File: src/core/scrc_map.svh
// register offsets, reset values, multiplier limits and timing counts
`ifndef SCRC_MAP_SVH
`define SCRC_MAP_SVH
`define SCRC_OFF_CFG   8'h00
`define SCRC_OFF_LBR   8'h04
`define SCRC_OFF_STAT  8'h08
`define SCRC_OFF_CEC   8'h0C
`define SCRC_OFF_CORE  8'h10
`define SCRC_OFF_PIN   8'h14
`define SCRC_LBR_RST   2'h0
`define SCRC_CEM_RST   4'h6
`define SCRC_CED_RST   1'b0
`define SCRC_CORE_RST  7'h04
`define SCRC_PIN_RST   8'h00
`define SCRC_MULT_MIN  4'h2
`define SCRC_MULT_MAX  4'h6
`define SCRC_SAMPLE_CYC 2'h3
`endif

File: src/core/scrc_pkg.sv
// types of the clock ratio configuration block
package scrc_pkg;
    typedef struct packed {
        logic       host_is_agent;
        logic       in_div;
        logic       mem_mode;
        logic       lb_mode;
        logic [3:0] mult;
    } scrc_strap_t;
    typedef enum logic [1:0] {
        SCRC_S_WAIT = 2'h0,
        SCRC_S_SYS  = 2'h1,
        SCRC_S_CORE = 2'h3,
        SCRC_S_RUN  = 2'h2
    } scrc_state_t;
    typedef enum logic [1:0] {
        SCRC_LB_DIV2 = 2'h0,
        SCRC_LB_DIV4 = 2'h1,
        SCRC_LB_DIV8 = 2'h2
    } scrc_lbdiv_t;
endpackage : scrc_pkg

File: src/core/scrc_top.sv
// clock source select, ratio configuration and bring-up sequencing
`include "scrc_map.svh"

// Overview of operation
// bus agent takes peripheral bus clock as source, host takes oscillator input.
// multiplier codes 2 to 6 select times 2 to 6; others reserved.
// input to system bus ratio follows both clock modes, multiplier, divide strap.
// local bus output clock is base clock over 2, 4 or 8.
// local bus base clock is once or twice the system bus clock.
// memory interface moves data on both edges, twice its clock rate.
// software keeps the system PLL VCO between 300 and 600 MHz.
// core PLL follows system PLL and uses system bus clock as reference.
// comms engine PLL is configured apart, sharing only the input clock.
// memory bus clock is configured no faster than 133 MHz.
// local bus output clock is configured no faster than 66 MHz.
// primary input clock must not exceed 66 MHz.
// input, multiplier and core setting keep all clocks inside limits.
// strap pins are sampled at power-on, then act as outputs.
// derived clocks stay gated until feeding PLLs report lock.
module scrc_top (
    // clock and reset
    input  wire logic                 clock,
    input  wire logic                 rst_n,
    // apb slave
    input  wire logic [7:0]           paddr,
    input  wire logic                 psel,
    input  wire logic                 penable,
    input  wire logic                 pwrite,
    input  wire logic [31:0]          pwdata,
    output logic      [31:0]          prdata,
    output logic                      pready,
    output logic                      pslverr,
    // strap pins
    input  wire scrc_pkg::scrc_strap_t strap_pin_in,
    output logic      [7:0]           strap_pin_out,
    output logic                      strap_pin_oe,
    // pll control
    input  wire logic                 sys_pll_lock,
    input  wire logic                 core_pll_lock,
    input  wire logic                 ce_pll_lock,
    output logic                      src_is_bus_clk,
    output logic      [3:0]           sys_pll_mult,
    output logic                      sys_pll_rst_n,
    output logic      [6:0]           core_pll_setting,
    output logic                      core_pll_rst_n,
    output logic      [3:0]           comms_engine_pll_mult,
    output logic                      comms_engine_pll_div,
    output logic                      ce_pll_rst_n,
    // derived clocks
    output logic                      local_bus_base_en,
    output logic                      local_bus_output_clock,
    output logic                      mem_clk,
    output logic                      mem_beat,
    output logic                      cfg_error
);
    import scrc_pkg::*;

    // ----------------------------------------
    // synchronisers
    // ----------------------------------------
    logic [10:0] sync1_reg;
    logic [10:0] sync2_reg;
    always_ff @(posedge clock) begin
        if (!rst_n) begin
            sync1_reg <= 11'h000;
            sync2_reg <= 11'h000;
        end else begin
            sync1_reg <= {ce_pll_lock, core_pll_lock, sys_pll_lock, strap_pin_in};
            sync2_reg <= sync1_reg;
        end
    end
    scrc_strap_t strap_s;
    wire         sys_lock_s  = sync2_reg[8];
    wire         core_lock_s = sync2_reg[9];
    wire         ce_lock_s   = sync2_reg[10];
    assign strap_s = scrc_strap_t'(sync2_reg[7:0]);

    // ----------------------------------------
    // bring-up sequence
    // ----------------------------------------
    scrc_state_t st_reg;
    scrc_state_t st_next;
    logic [1:0]  wait_reg;
    scrc_strap_t cfg_reg;
    logic        taken_reg;
    wire mult_ok = (strap_s.mult >= `SCRC_MULT_MIN) && (strap_s.mult <= `SCRC_MULT_MAX);
    wire capture = (st_reg == SCRC_S_WAIT) && (wait_reg == `SCRC_SAMPLE_CYC) && !taken_reg;
    always_comb begin
        st_next = st_reg;
        unique case (st_reg)
            SCRC_S_WAIT: if (capture && mult_ok) st_next = SCRC_S_SYS;
            SCRC_S_SYS:  if (sys_lock_s) st_next = SCRC_S_CORE;
            SCRC_S_CORE: if (core_lock_s) st_next = SCRC_S_RUN;
            SCRC_S_RUN:  if (!sys_lock_s) st_next = SCRC_S_SYS;
        endcase
    end
    always_ff @(posedge clock) begin
        if (!rst_n) begin
            st_reg   <= SCRC_S_WAIT;
            wait_reg <= 2'h0;
            cfg_reg  <= scrc_strap_t'(8'h00);
            taken_reg <= 1'b0;
        end else begin
            st_reg <= st_next;
            if (st_reg == SCRC_S_WAIT && wait_reg != `SCRC_SAMPLE_CYC)
                wait_reg <= wait_reg + 2'h1;
            if (capture) begin
                cfg_reg   <= strap_s;
                taken_reg <= 1'b1;
            end
        end
    end
    wire sampled = taken_reg;
    wire running = (st_reg == SCRC_S_RUN) && sys_lock_s && core_lock_s;

    // ----------------------------------------
    // apb registers
    // ----------------------------------------
    logic [1:0] lbr_reg;
    logic [3:0] cem_reg;
    logic       ced_reg;
    logic [6:0] core_reg;
    logic [7:0] pin_reg;
    logic       done_reg;
    wire acc   = psel && penable && !pready;
    wire wr_ok = psel && penable && pready && pwrite;
    wire hit_cfg  = paddr == `SCRC_OFF_CFG;
    wire hit_lbr  = paddr == `SCRC_OFF_LBR;
    wire hit_stat = paddr == `SCRC_OFF_STAT;
    wire hit_cec  = paddr == `SCRC_OFF_CEC;
    wire hit_core = paddr == `SCRC_OFF_CORE;
    wire hit_pin  = paddr == `SCRC_OFF_PIN;
    wire mapped = hit_cfg | hit_lbr | hit_stat | hit_cec | hit_core | hit_pin;
    wire [1:0] den_sh = 2'({1'b0, cfg_reg.in_div} + {1'b0, cfg_reg.lb_mode}
                          + {1'b0, cfg_reg.mem_mode});
    wire [3:0] ratio_den = 4'h1 << den_sh;
    wire [31:0] stat_val = {16'h0000, ratio_den, cfg_reg.mult, 1'b0, st_reg,
                            cfg_error, ce_lock_s, core_lock_s, sys_lock_s, done_reg};
    wire [31:0] rd_val = hit_cfg  ? {24'h000000, cfg_reg} :
                         hit_lbr  ? {30'h0, lbr_reg} :
                         hit_stat ? stat_val :
                         hit_cec  ? {27'h0, ced_reg, cem_reg} :
                         hit_core ? {25'h0, core_reg} :
                         hit_pin  ? {24'h000000, pin_reg} : 32'h00000000;
    always_ff @(posedge clock) begin
        if (!rst_n) begin
            pready  <= 1'b0;
            prdata  <= 32'h00000000;
            pslverr <= 1'b0;
        end else begin
            pready  <= acc;
            prdata  <= acc && !pwrite ? rd_val : 32'h00000000;
            pslverr <= acc && !mapped;
        end
    end
    always_ff @(posedge clock) begin
        if (!rst_n) begin
            lbr_reg  <= `SCRC_LBR_RST;
            cem_reg  <= `SCRC_CEM_RST;
            ced_reg  <= `SCRC_CED_RST;
            core_reg <= `SCRC_CORE_RST;
            pin_reg  <= `SCRC_PIN_RST;
        end else if (wr_ok) begin
            if (hit_lbr)  lbr_reg  <= pwdata[1:0];
            if (hit_cec)  cem_reg  <= pwdata[3:0];
            if (hit_cec)  ced_reg  <= pwdata[4];
            if (hit_core) core_reg <= pwdata[6:0];
            if (hit_pin)  pin_reg  <= pwdata[7:0];
        end
    end

    // ----------------------------------------
    // pll and pin outputs
    // ----------------------------------------
    always_ff @(posedge clock) begin
        if (!rst_n) begin
            src_is_bus_clk        <= 1'b0;
            sys_pll_mult          <= 4'h0;
            sys_pll_rst_n         <= 1'b0;
            core_pll_setting      <= `SCRC_CORE_RST;
            core_pll_rst_n        <= 1'b0;
            comms_engine_pll_mult <= `SCRC_CEM_RST;
            comms_engine_pll_div  <= `SCRC_CED_RST;
            ce_pll_rst_n          <= 1'b0;
            strap_pin_out         <= 8'h00;
            strap_pin_oe          <= 1'b0;
            cfg_error             <= 1'b0;
            done_reg              <= 1'b0;
        end else begin
            src_is_bus_clk        <= cfg_reg.host_is_agent;
            sys_pll_mult          <= cfg_reg.mult;
            sys_pll_rst_n         <= st_reg != SCRC_S_WAIT;
            core_pll_setting      <= core_reg;
            core_pll_rst_n        <= st_reg != SCRC_S_WAIT && sys_lock_s;
            comms_engine_pll_mult <= cem_reg;
            comms_engine_pll_div  <= ced_reg;
            ce_pll_rst_n          <= sampled || ce_pll_rst_n;
            strap_pin_out         <= pin_reg;
            strap_pin_oe          <= sampled || strap_pin_oe;
            cfg_error             <= cfg_error || (capture && !mult_ok);
            done_reg              <= running;
        end
    end

    // ----------------------------------------
    // derived clocks
    // ----------------------------------------
    logic       half_reg;
    logic [1:0] lb_cnt_reg;
    wire        base_tick = cfg_reg.lb_mode || half_reg;
    wire [1:0]  lb_thr = (lbr_reg == SCRC_LB_DIV2) ? 2'h0 :
                         (lbr_reg == SCRC_LB_DIV4) ? 2'h1 : 2'h3;
    always_ff @(posedge clock) begin
        if (!rst_n || !running) begin
            half_reg               <= 1'b0;
            lb_cnt_reg             <= 2'h0;
            local_bus_base_en      <= 1'b0;
            local_bus_output_clock <= 1'b0;
            mem_clk                <= 1'b0;
            mem_beat               <= 1'b0;
        end else begin
            half_reg          <= !half_reg;
            local_bus_base_en <= base_tick;
            if (base_tick) begin
                lb_cnt_reg <= (lb_cnt_reg >= lb_thr) ? 2'h0 : lb_cnt_reg + 2'h1;
                if (lb_cnt_reg >= lb_thr)
                    local_bus_output_clock <= !local_bus_output_clock;
            end
            mem_clk  <= !mem_clk;
            mem_beat <= 1'b1;
        end
    end
endmodule : scrc_top

File: config.mk
export PLATFORM = sky130hd
export DESIGN_NAME = scrc_top
export DESIGN_NICKNAME = d
export VERILOG_FILES = /design/src/core/scrc_pkg.sv /design/src/core/scrc_top.sv
export VERILOG_INCLUDE_DIRS = /design/src /design/src/core
export SDC_FILE = /design/constraint.sdc
export NUM_CORES = 1
export LEC_CHECK = 0
export BUFFER_PORTS_ARGS = -buffer_cell sky130_fd_sc_hd__clkbuf_2
export CAP_MARGIN = 20
export CELL_PAD_IN_SITES_DETAIL_PLACEMENT = 1
export CELL_PAD_IN_SITES_GLOBAL_PLACEMENT = 1
export CORE_UTILIZATION = 39
export DETAILED_ROUTE_END_ITERATION = 12
export GPL_TIMING_DRIVEN = 0
export MAX_ROUTING_LAYER = met4
export PLACE_DENSITY = 0.87
export SKIP_CTS_REPAIR_TIMING = 1
export SLEW_MARGIN = 20
export SYNTH_ARGS = -nofsm -noshare
export SYNTH_HDL_FRONTEND = slang
export SYNTH_SLANG_ARGS = --single-unit
export TNS_END_PERCENT = 50
File: constraint.sdc
create_clock -name clock -period 2.22 [get_ports clock]
set_input_delay 0.333 -clock clock [delete_from_list [all_inputs] [get_ports clock]]
set_output_delay 0.333 -clock clock [all_outputs]
set_load 0.05 [all_outputs]
# [Word-level counts from Yosys, hierarchy flattened]
# Cells that the tools add are included.
[totals] reg_bits=129 output_inout_bits=68 wordCells=126
[classes] n_addsub=4 n_lt_le_gt_ge=3 eq_ne=15 shifts=1 muxes=15 bitwise_logic=7 n_reduce_logical=43
[ops] cell="2-to-1 mux 8 bit" n=5
[ops] cell="equality test 8 x 4 -> 1 bit (second input constant)" n=2
[ops] cell="equality test 8 x 5 -> 1 bit (second input constant)" n=2
[ops] cell="2-to-1 mux 16 bit" n=1
[ops] cell="logical AND 1 bit" n=15
[ops] cell="2-to-1 mux 2 bit" n=7
[ops] cell="AND reduction 2 bit" n=6
[ops] cell="logical NOT 1 bit" n=10
[ops] cell="!= test 2 bit (second input constant)" n=5
[ops] cell="equality test 8 x 3 -> 1 bit (second input constant)" n=1
[ops] cell="logical NOT 8 bit" n=1
[ops] cell="case mux 2 bit (4 select lines)" n=1
[ops] cell="OR reduction 7 bit" n=1
[ops] cell="equality test 2 bit (second input constant)" n=3
[ops] cell="logical OR 1 bit" n=5
[ops] cell="OR 1 bit" n=5
[ops] cell="adder 2 x 1 -> 2 bit (second input constant)" n=2
[ops] cell="equality test 2 x 1 -> 1 bit (second input constant)" n=2
[ops] cell=">= comparator 4 x 2 -> 1 bit (second input constant)" n=1
[ops] cell="<= comparator 4 x 3 -> 1 bit (second input constant)" n=1
[ops] cell="logical NOT 2 bit" n=2
[ops] cell="AND reduction 4 bit" n=1
[ops] cell="OR reduction 4 bit" n=1
[ops] cell="<< shifter 1 x 2 -> 4 bit (first input constant)" n=1
[ops] cell="other kinds (6)" n=7

# [Longest topological paths before layout]
# Gate-level depths: netlist (run 1).
[logic_depth] depth_word=8 ltp_mapped=6

# [Worst setup path before layout (run 1)]
# OpenSTA, ideal clock, no wires.
[synth_path] kind="input to register" startpoint="input port paddr[7]" endpoint="register cem_reg[1]" setup_time_ps=121 arrival_time_ps=1749 required_ps=2099 setup_slack_ps=350 path_stages=4 path_buffers=1 cell_sequence="or4_4 -> buf_6 -> nor4_4 -> mux2_4"
[synth_between] elab_chain_len=2
[synth_rtl] item="start, declared" line_no="scrc_top.sv:25" rtl="input wire logic [7:0] paddr,"
[synth_rtl] item="equality test 8 x 4 -> 1 bit (no line)"
[synth_rtl] item="AND reduction 2 bit (no line)"
[synth_rtl] item="end signal, assigned" line_no="scrc_top.sv:159" rtl="cem_reg <= `SCRC_CEM_RST;"
[synth_rtl] item="end signal, assigned" line_no="scrc_top.sv:165" rtl="if (hit_cec) cem_reg <= pwdata[3:0];"
[synth_rtl] item="end, declared" line_no="scrc_top.sv:120" rtl="logic [3:0] cem_reg;"
# Every way passes these cells.
# A chain may end at the register's enable or synchronous reset.

# [Worst setup path after layout (run 1)]
[layout_path] startpoint="register pready" endpoint="register pin_reg[1]"
[layout_between] elab_chain_len=3
[layout_rtl] item="start, declared" line_no="scrc_top.sv:31" rtl="output logic pready,"
[layout_rtl] item="start signal, assigned" line_no="scrc_top.sv:147" rtl="pready <= 1'b0;"
[layout_rtl] item="start signal, assigned" line_no="scrc_top.sv:151" rtl="pready <= acc;"
[layout_rtl] item="logical AND 1 bit (2 in a row)" line_no="scrc_top.sv:126" rtl="wire wr_ok = psel && penable && pready && pwrite;"
[layout_rtl] item="AND reduction 2 bit (no line)"
[layout_rtl] item="end signal, assigned" line_no="scrc_top.sv:162" rtl="pin_reg <= `SCRC_PIN_RST;"
[layout_rtl] item="end signal, assigned" line_no="scrc_top.sv:168" rtl="if (hit_pin) pin_reg <= pwdata[7:0];"
[layout_rtl] item="end, declared" line_no="scrc_top.sv:123" rtl="logic [7:0] pin_reg;"
# Every way passes these cells.

==> results of run 1 <==
==> final timing paths <==
path	start	end	slack [ns]	cells past startpoint
max	pready	pin_reg[1]	0.43	4
min	sys_pll_lock	sync1_reg[8]	0.02	2
max reg2reg	pready	pin_reg[1]	0.43	4
min reg2reg	mem_clk	mem_clk	0.42	1
==> Yosys cell counts, types with 5 or more instances <==
library cell    n
nor2_1         16
a21oi_1         5
a21boi_0        9
clkbuf_1       13
nor2b_1        21
o21ai_0         5
nand2b_1        9
buf_4          16
and2_1         47
nand2_1        27
dfxtp_1       113
mux2_2          5
mux2i_1        30
a22oi_1         6
o22ai_1         5
inv_1           9
==> layer usage <==
metal | track usage | vias up | wire length, µm
met3 | 0.07611 | 31 | 608
met5 | - | - | 0
li1 | - | 1517 | -
met1 | 0.2546 | 1544 | 4825
met2 | 0.3500 | 126 | 5433
met4 | 0.1046 | 0 | 354
==> power by group <==
part / switching (µW) / total, µW / internal, µW
Clock: 935 / 2900 / 1960
Combinational: 248 / 375 / 126
Sequential: 33.8 / 2120 / 2080
==> worst max-delay path, stage by stage (launching register included) <==
cell and delay, ns:
dfxtp_1 0.33, and4_1 0.28, nand4_1 0.59, mux2i_1 0.39, nor2b_1 0.09
==> through the flow <==
| step | worst slack, ns | TNS [ns] | hold slack [ns] |
|---|---|---|---|
| final | 0.4273 | 0 | 0.01698 |
| after global routing | 0.3242 | 0 | 0.005877 |
| after CTS | 0.4188 | 0 | 0.0009676 |
| after detailed placement | -0.04944 | -0.1373 | 0.4202 |
| after global placement | 0.03597 | 0 | 0.4029 |
| after floorplan | 0.3498 | 0 | 0.4097 |
==> cell families (layout without fill, tap and decap cells) <==
kind of cell / after synthesis / count (layout) / synth area share
xor+xnor: 3 / 3 / 0.006355
other cells: 1 / 16 / 0.0009068
flops: 113 / 113 / 0.5471
fa+ha+maj: 4 / 4 / 0.01392
compound gates: 42 / 42 / 0.06959
simple gates: 150 / 150 / 0.2136
buf+inv: 42 / 155 / 0.05507
mux: 37 / 37 / 0.09349
==> final cells by class <==
| cell class | count | area [µm²] | share of cell area |
|---|---|---|---|
| multi-input combinational | 252 | 1702 | 0.3147 |
| timing repair buffer | 82 | 410.4 | 0.07589 |
| sequential | 113 | 2262 | 0.4183 |
| tap | 136 | 170.2 | 0.03147 |
| clock buffer | 22 | 483.0 | 0.08931 |
| inverter | 9 | 33.78 | 0.006247 |
| buffer | 33 | 193.9 | 0.03586 |
| clock inverter | 9 | 152.6 | 0.02823 |
==> impl_metrics.csv, run 1 <==
group,metric,value,unit
outcome,outcome,"completed",
synthesis,synth_area,4135,µm²
power_and_ir_drop,power_leakage,0.002402,µW
synthesis,synthDistinctLibCells,51,
placement,place_inst,625,
final_layout,final_cell_mix,"dfxtp_1 (113), clkbuf_2 (82), and2_1 (47)",
detailed_routing,ant_nets,0,
worst_setup_path,required,2.62,ns
sta,fin_crit_sh,0.8075,
sta,fin_skew,0.008548,ns
synthesis,yosysWarnings,0,
detailed_routing,drt_iter0_drc,161,
grt,antenna_found_initial,0,
sta,finalCriticalPeriod,1.793,ns
synthesis,synth_seq_area_share,0.5470,
final_layout,antenna_cells,0,
detailed_routing,first_pass_iters,4,
worst_hold_path,hp-class,"in -> reg",
detailed_routing,drcViolationCount,0,
sta,drv_slew,0,
power_and_ir_drop,p_total,5386,µW
final_layout,fin_util,0.5238,
clock_tree,root_buffer,"clkbuf_8",
placement,place.gp.congestion,0.8419,
detailed_routing,post_drt_wl_per_cell,17.11,µm
grt,track_usage,0.2225,
synthesis,synth_ff_type,"dfxtp_1",
worst_setup_path,path_class,"reg -> reg",
clock_tree,cts_buffer_depth,2,
clock_tree,clk_latency,0.52,ns
synthesis,syn_inst,392,
synthesis,ys_top_cells_by_area,"dfxtp_1 (55%), mux2i_1 (7.3%), and2_1 (7.1%)",
flow_run,maxCapViolations,0,
floorplan,die-area,11020,µm²
sta,fmax,557.8,MHz
final_layout,largest_reg_flops,16,
sta,rsz0062_at_grt,"no",
power_and_ir_drop,p_per_area,996.0,nW/µm²
grt,grt_pass1_wl,17730,µm
worst_setup_path,worst_ep_arrival_time,2.20,ns
clock_tree,cts_buffers,17,
grt,grt_pass1_vias,3276,
final_layout,stdcell_area,5408,µm²
final_layout,fillCellCount,1150,
floorplan,die_w,105.0,µm
sta,finalHoldViolations,0,
floorplan,fp.dieH,105.0,µm
sta,relSlewSlack,0.4680,
final_layout,area_growth,30.77,%
floorplan,io_pins,124,
sta,final-setup-viol-count,0,
synthesis,synth_top_area_share,0.5470,
final_layout,drive_above_1_share,0.2827,
grt,grt_max_degree,17,
clock_tree,clkTransAtPathRegs,0.06,ns
synthesis,async_reset_ff_frac,0,
floorplan,start_util,0.4006,
clock_tree,cts_tree,"built",
clock_tree,cts_sinks,113,
synthesis,synth_top_area_cell,"dfxtp_1",
worst_setup_path,crit_path_end_kind,"flop",
floorplan,core-area,10320,µm²
detailed_routing,vias,3218,
placement,port_buffers,82,
final_layout,fin_nets,568,
worst_setup_path,cp_max_fo,8,
sta,worst_slew_pin_slew,0.7959,ns
detailed_routing,vias_per_cell,4.905,
synthesis,synth-seq-cells,113,
final_layout,mostFrequentLayoutCell,"dfxtp_1",
floorplan,rows,37,
placement,dpl.hpwl,7510,µm
placement,place_area,4772,µm²
power_and_ir_drop,vdd_drop_max,544.1,µV
clock_tree,ctsHtreeMaxLevel,4,
synthesis,synth-edff-count,0,
detailed_routing,wl,11220,µm
final_layout,stdcell_count,656,
worst_setup_path,cp-start-kind,"flop",
grt,overflow,0,
synthesis,avgSynthCellArea,10.55,µm²
Note: power is estimated with default switching activity, not from simulation.
==> inputs of run 2 (changes only) <==
--- a/config.mk
+++ b/config.mk
@@ -10,11 +10,11 @@
 export CAP_MARGIN = 20
 export CELL_PAD_IN_SITES_DETAIL_PLACEMENT = 1
 export CELL_PAD_IN_SITES_GLOBAL_PLACEMENT = 1
-export CORE_UTILIZATION = 39
+export CORE_UTILIZATION = 35
 export DETAILED_ROUTE_END_ITERATION = 12
 export GPL_TIMING_DRIVEN = 0
 export MAX_ROUTING_LAYER = met4
-export PLACE_DENSITY = 0.87
+export PLACE_DENSITY = 0.83
 export SKIP_CTS_REPAIR_TIMING = 1
 export SLEW_MARGIN = 20
 export SYNTH_ARGS = -nofsm -noshare
==> constraint.sdc (replaced) <==
create_clock -name clock -period 1.55 [get_ports clock]
set_input_delay 0.2325 -clock clock [delete_from_list [all_inputs] [get_ports clock]]
set_output_delay 0.2325 -clock clock [all_outputs]
set_load 0.05 [all_outputs]
==> run 2 against run 1 <==
Via count decreased by 2.3%. Utilization is 4.9 points lower. Critical path depth up 2. Global-route usage fell by 3.9 points. Critical path type unchanged. Largest cell class unchanged. Highest routed layer unchanged.
==> impl_metrics.csv, run 2 (synthesized netlist as in run 1, its figures left out) <==
group,metric,value,unit
outcome,outcome,"completed",
detailed_routing,vias_per_cell,4.715,
floorplan,start_util,0.3606,
worst_setup_path,r2r_end,"local_bus_output_clock",
worst_setup_path,cp-start-kind,"flop",
clock_tree,cts_tree,"built",
power_and_ir_drop,p_per_area,1337,nW/µm²
sta,final-setup-viol-count,0,
final_layout,mostFrequentLayoutCell,"dfxtp_1",
worst_setup_path,worst_ep_arrival_time,1.85,ns
sta,finalCriticalPeriod,1.519,ns
sta,finalHoldViolations,0,
detailed_routing,post_drt_wl_per_cell,15.86,µm
floorplan,io_pins,124,
worst_setup_path,rrSetupSlack,0.03,ns
clock_tree,ctsHtreeMaxLevel,4,
grt,grt_pass1_vias,3197,
sta,fin_skew,0.009188,ns
flow_run,maxCapViolations,0,
worst_setup_path,crit_path_top_delay_cell,"dfxtp_2",
sta,rsz0062_at_grt,"yes",
floorplan,rows,39,
clock_tree,cts_buffer_depth,2,
clock_tree,clk_latency,0.41,ns
floorplan,die_w,110.7,µm
worst_setup_path,reg2reg_depth,6,
worst_setup_path,required,1.88,ns
worst_setup_path,crit_path_end_kind,"flop",
worst_hold_path,hp-start,"strap_pin_in[5]",
worst_setup_path,rr_startpoint,"lbr_reg[1]",
final_layout,fin_nets,572,
final_layout,antenna_cells,0,
clock_tree,cts_buffers,17,
grt,track_usage,0.1838,
sta,worst_slew_pin_slew,0.6143,ns
floorplan,fp.dieH,110.7,µm
worst_hold_path,worstHoldPathCells,2,
detailed_routing,ant_nets,0,
sta,fmax,658.3,MHz
worst_setup_path,cp_max_fo,4,
placement,dpl.hpwl,7582,µm
power_and_ir_drop,vdd_drop_max,618.0,µV
final_layout,area_growth,31.59,%
grt,grt_max_degree,17,
clock_tree,root_buffer,"clkbuf_16",
grt,antenna_found_initial,0,
sta,fin_crit_sh,0.9801,
worst_hold_path,hold_end,"sync1_reg[5]",
detailed_routing,vias,3145,
worst_setup_path,path_cells,"or2_4 -> ha_4 -> nand2b_4 -> a21oi_2 -> or3_1 -> a21oi_1",
worst_setup_path,cpPeakStageDelay,0.33,ns
final_layout,largest_reg_flops,16,
sta,drv_slew,0,
sta,timing.setup.tns,0,ns
floorplan,core-area,11470,µm²
placement,place.gp.congestion,0.8600,
grt,grt_pass1_wl,16640,µm
detailed_routing,first_pass_iters,4,
final_layout,drive_above_1_share,0.3034,
floorplan,die-area,12250,µm²
clock_tree,clkTransAtPathRegs,0.05,ns
power_and_ir_drop,power_leakage,0.002426,µW
worst_hold_path,hp-class,"in -> reg",
final_layout,final_cell_mix,"dfxtp_1 (111), clkbuf_2 (82), and2_1 (47)",
sta,relSlewSlack,0.5905,
detailed_routing,drcViolationCount,0,
detailed_routing,wl,10580,µm
placement,place_area,4787,µm²
placement,port_buffers,82,
grt,overflow,0,
worst_setup_path,path_class,"reg -> reg",
final_layout,fin_util,0.4745,
final_layout,stdcell_area,5441,µm²
detailed_routing,drt_iter0_drc,175,
clock_tree,cts_sinks,113,
## run 2: changes by cell type in the layout (fill, tap and decap cells not counted), moves of 2 or more
cell / before / now
buf_4: 16 / 22
bufinv_16: 4 / 1
clkbuf_8: 6 / 3
clkinv_2: 2 / 5
clkbuf_16: 16 / 18
clkinv_4: 0 / 2
clkinvlp_4: 3 / 1
dfxtp_1: 113 / 111
## run 2: through the flow
step	power (µW)	hold WS, ns	setup WS, ns	std cells
after global routing	7527	0.02168	-0.01678	667
after detailed placement	3618	0.4199	-0.5656	632
after floorplan	3462	0.3270	-0.1049	407
after global placement	3592	0.4012	-0.5243	632
after CTS	7315	0.01951	-0.2419	663
final	7274	0.03119	0.03085	667
## run 2: report_power, final
group | internal [µW] | switching [µW] | leakage (µW)
Sequential | 2980 | 56.9 | 0.000917
Clock | 2400 | 1290 | 0.000287
Combinational | 190 | 347 | 0.00122
Total | 5580 | 1700 | 0.00243
## run 2: worst max-delay path: cells and delay by family, from the launching register on
family                     cells  cell delay (ns)
DFF                            1             0.33
adders and majority gates      1             0.26
AOI/OAI and AO/OA              2             0.18
and+or+nand+nor                3             0.67
## run 2: layout make-up
| class | count | area (µm²) |
|---|---|---|
| Timing Repair Buffer | 88 | 455.4 |
| Inverter | 9 | 33.78 |
| Clock inverter | 9 | 80.08 |
| Multi-Input combinational cell | 252 | 1744 |
| Fill cell | 1280 | 6026 |
| Tap cell | 143 | 178.9 |
| Clock buffer | 22 | 495.5 |
| Buffer | 31 | 186.4 |
| Sequential cell | 113 | 2267 |
## run 2: layer usage
metal / vias to the layer above / part of all wire / wire length (µm) / track usage
met1: 1501 / 0.44 / 4651 / 0.2133
li1: 1526 / - / - / -
met4: 0 / 0.013 / 141 / 0.07644
met3: 13 / 0.054 / 573 / 0.06178
met2: 105 / 0.49 / 5213 / 0.2911
met5: - / 0 / 0 / -
## run 2: how the worst max path moves through the flow
stage	slack [ns]	endpoint	cells after the start	from
2_1_floorplan	-0.10	cem_reg[1]	4	paddr[7]
3_3_place_gp	-0.52	cem_reg[1]	5	paddr[2]
3_5_place_dp	-0.57	cem_reg[1]	5	paddr[2]
4_1_cts	-0.24	cem_reg[1]	5	paddr[2]
5_1_grt	-0.02	local_bus_output_clock	6	lbr_reg[1]
6_report	0.03	local_bus_output_clock	6	lbr_reg[1]
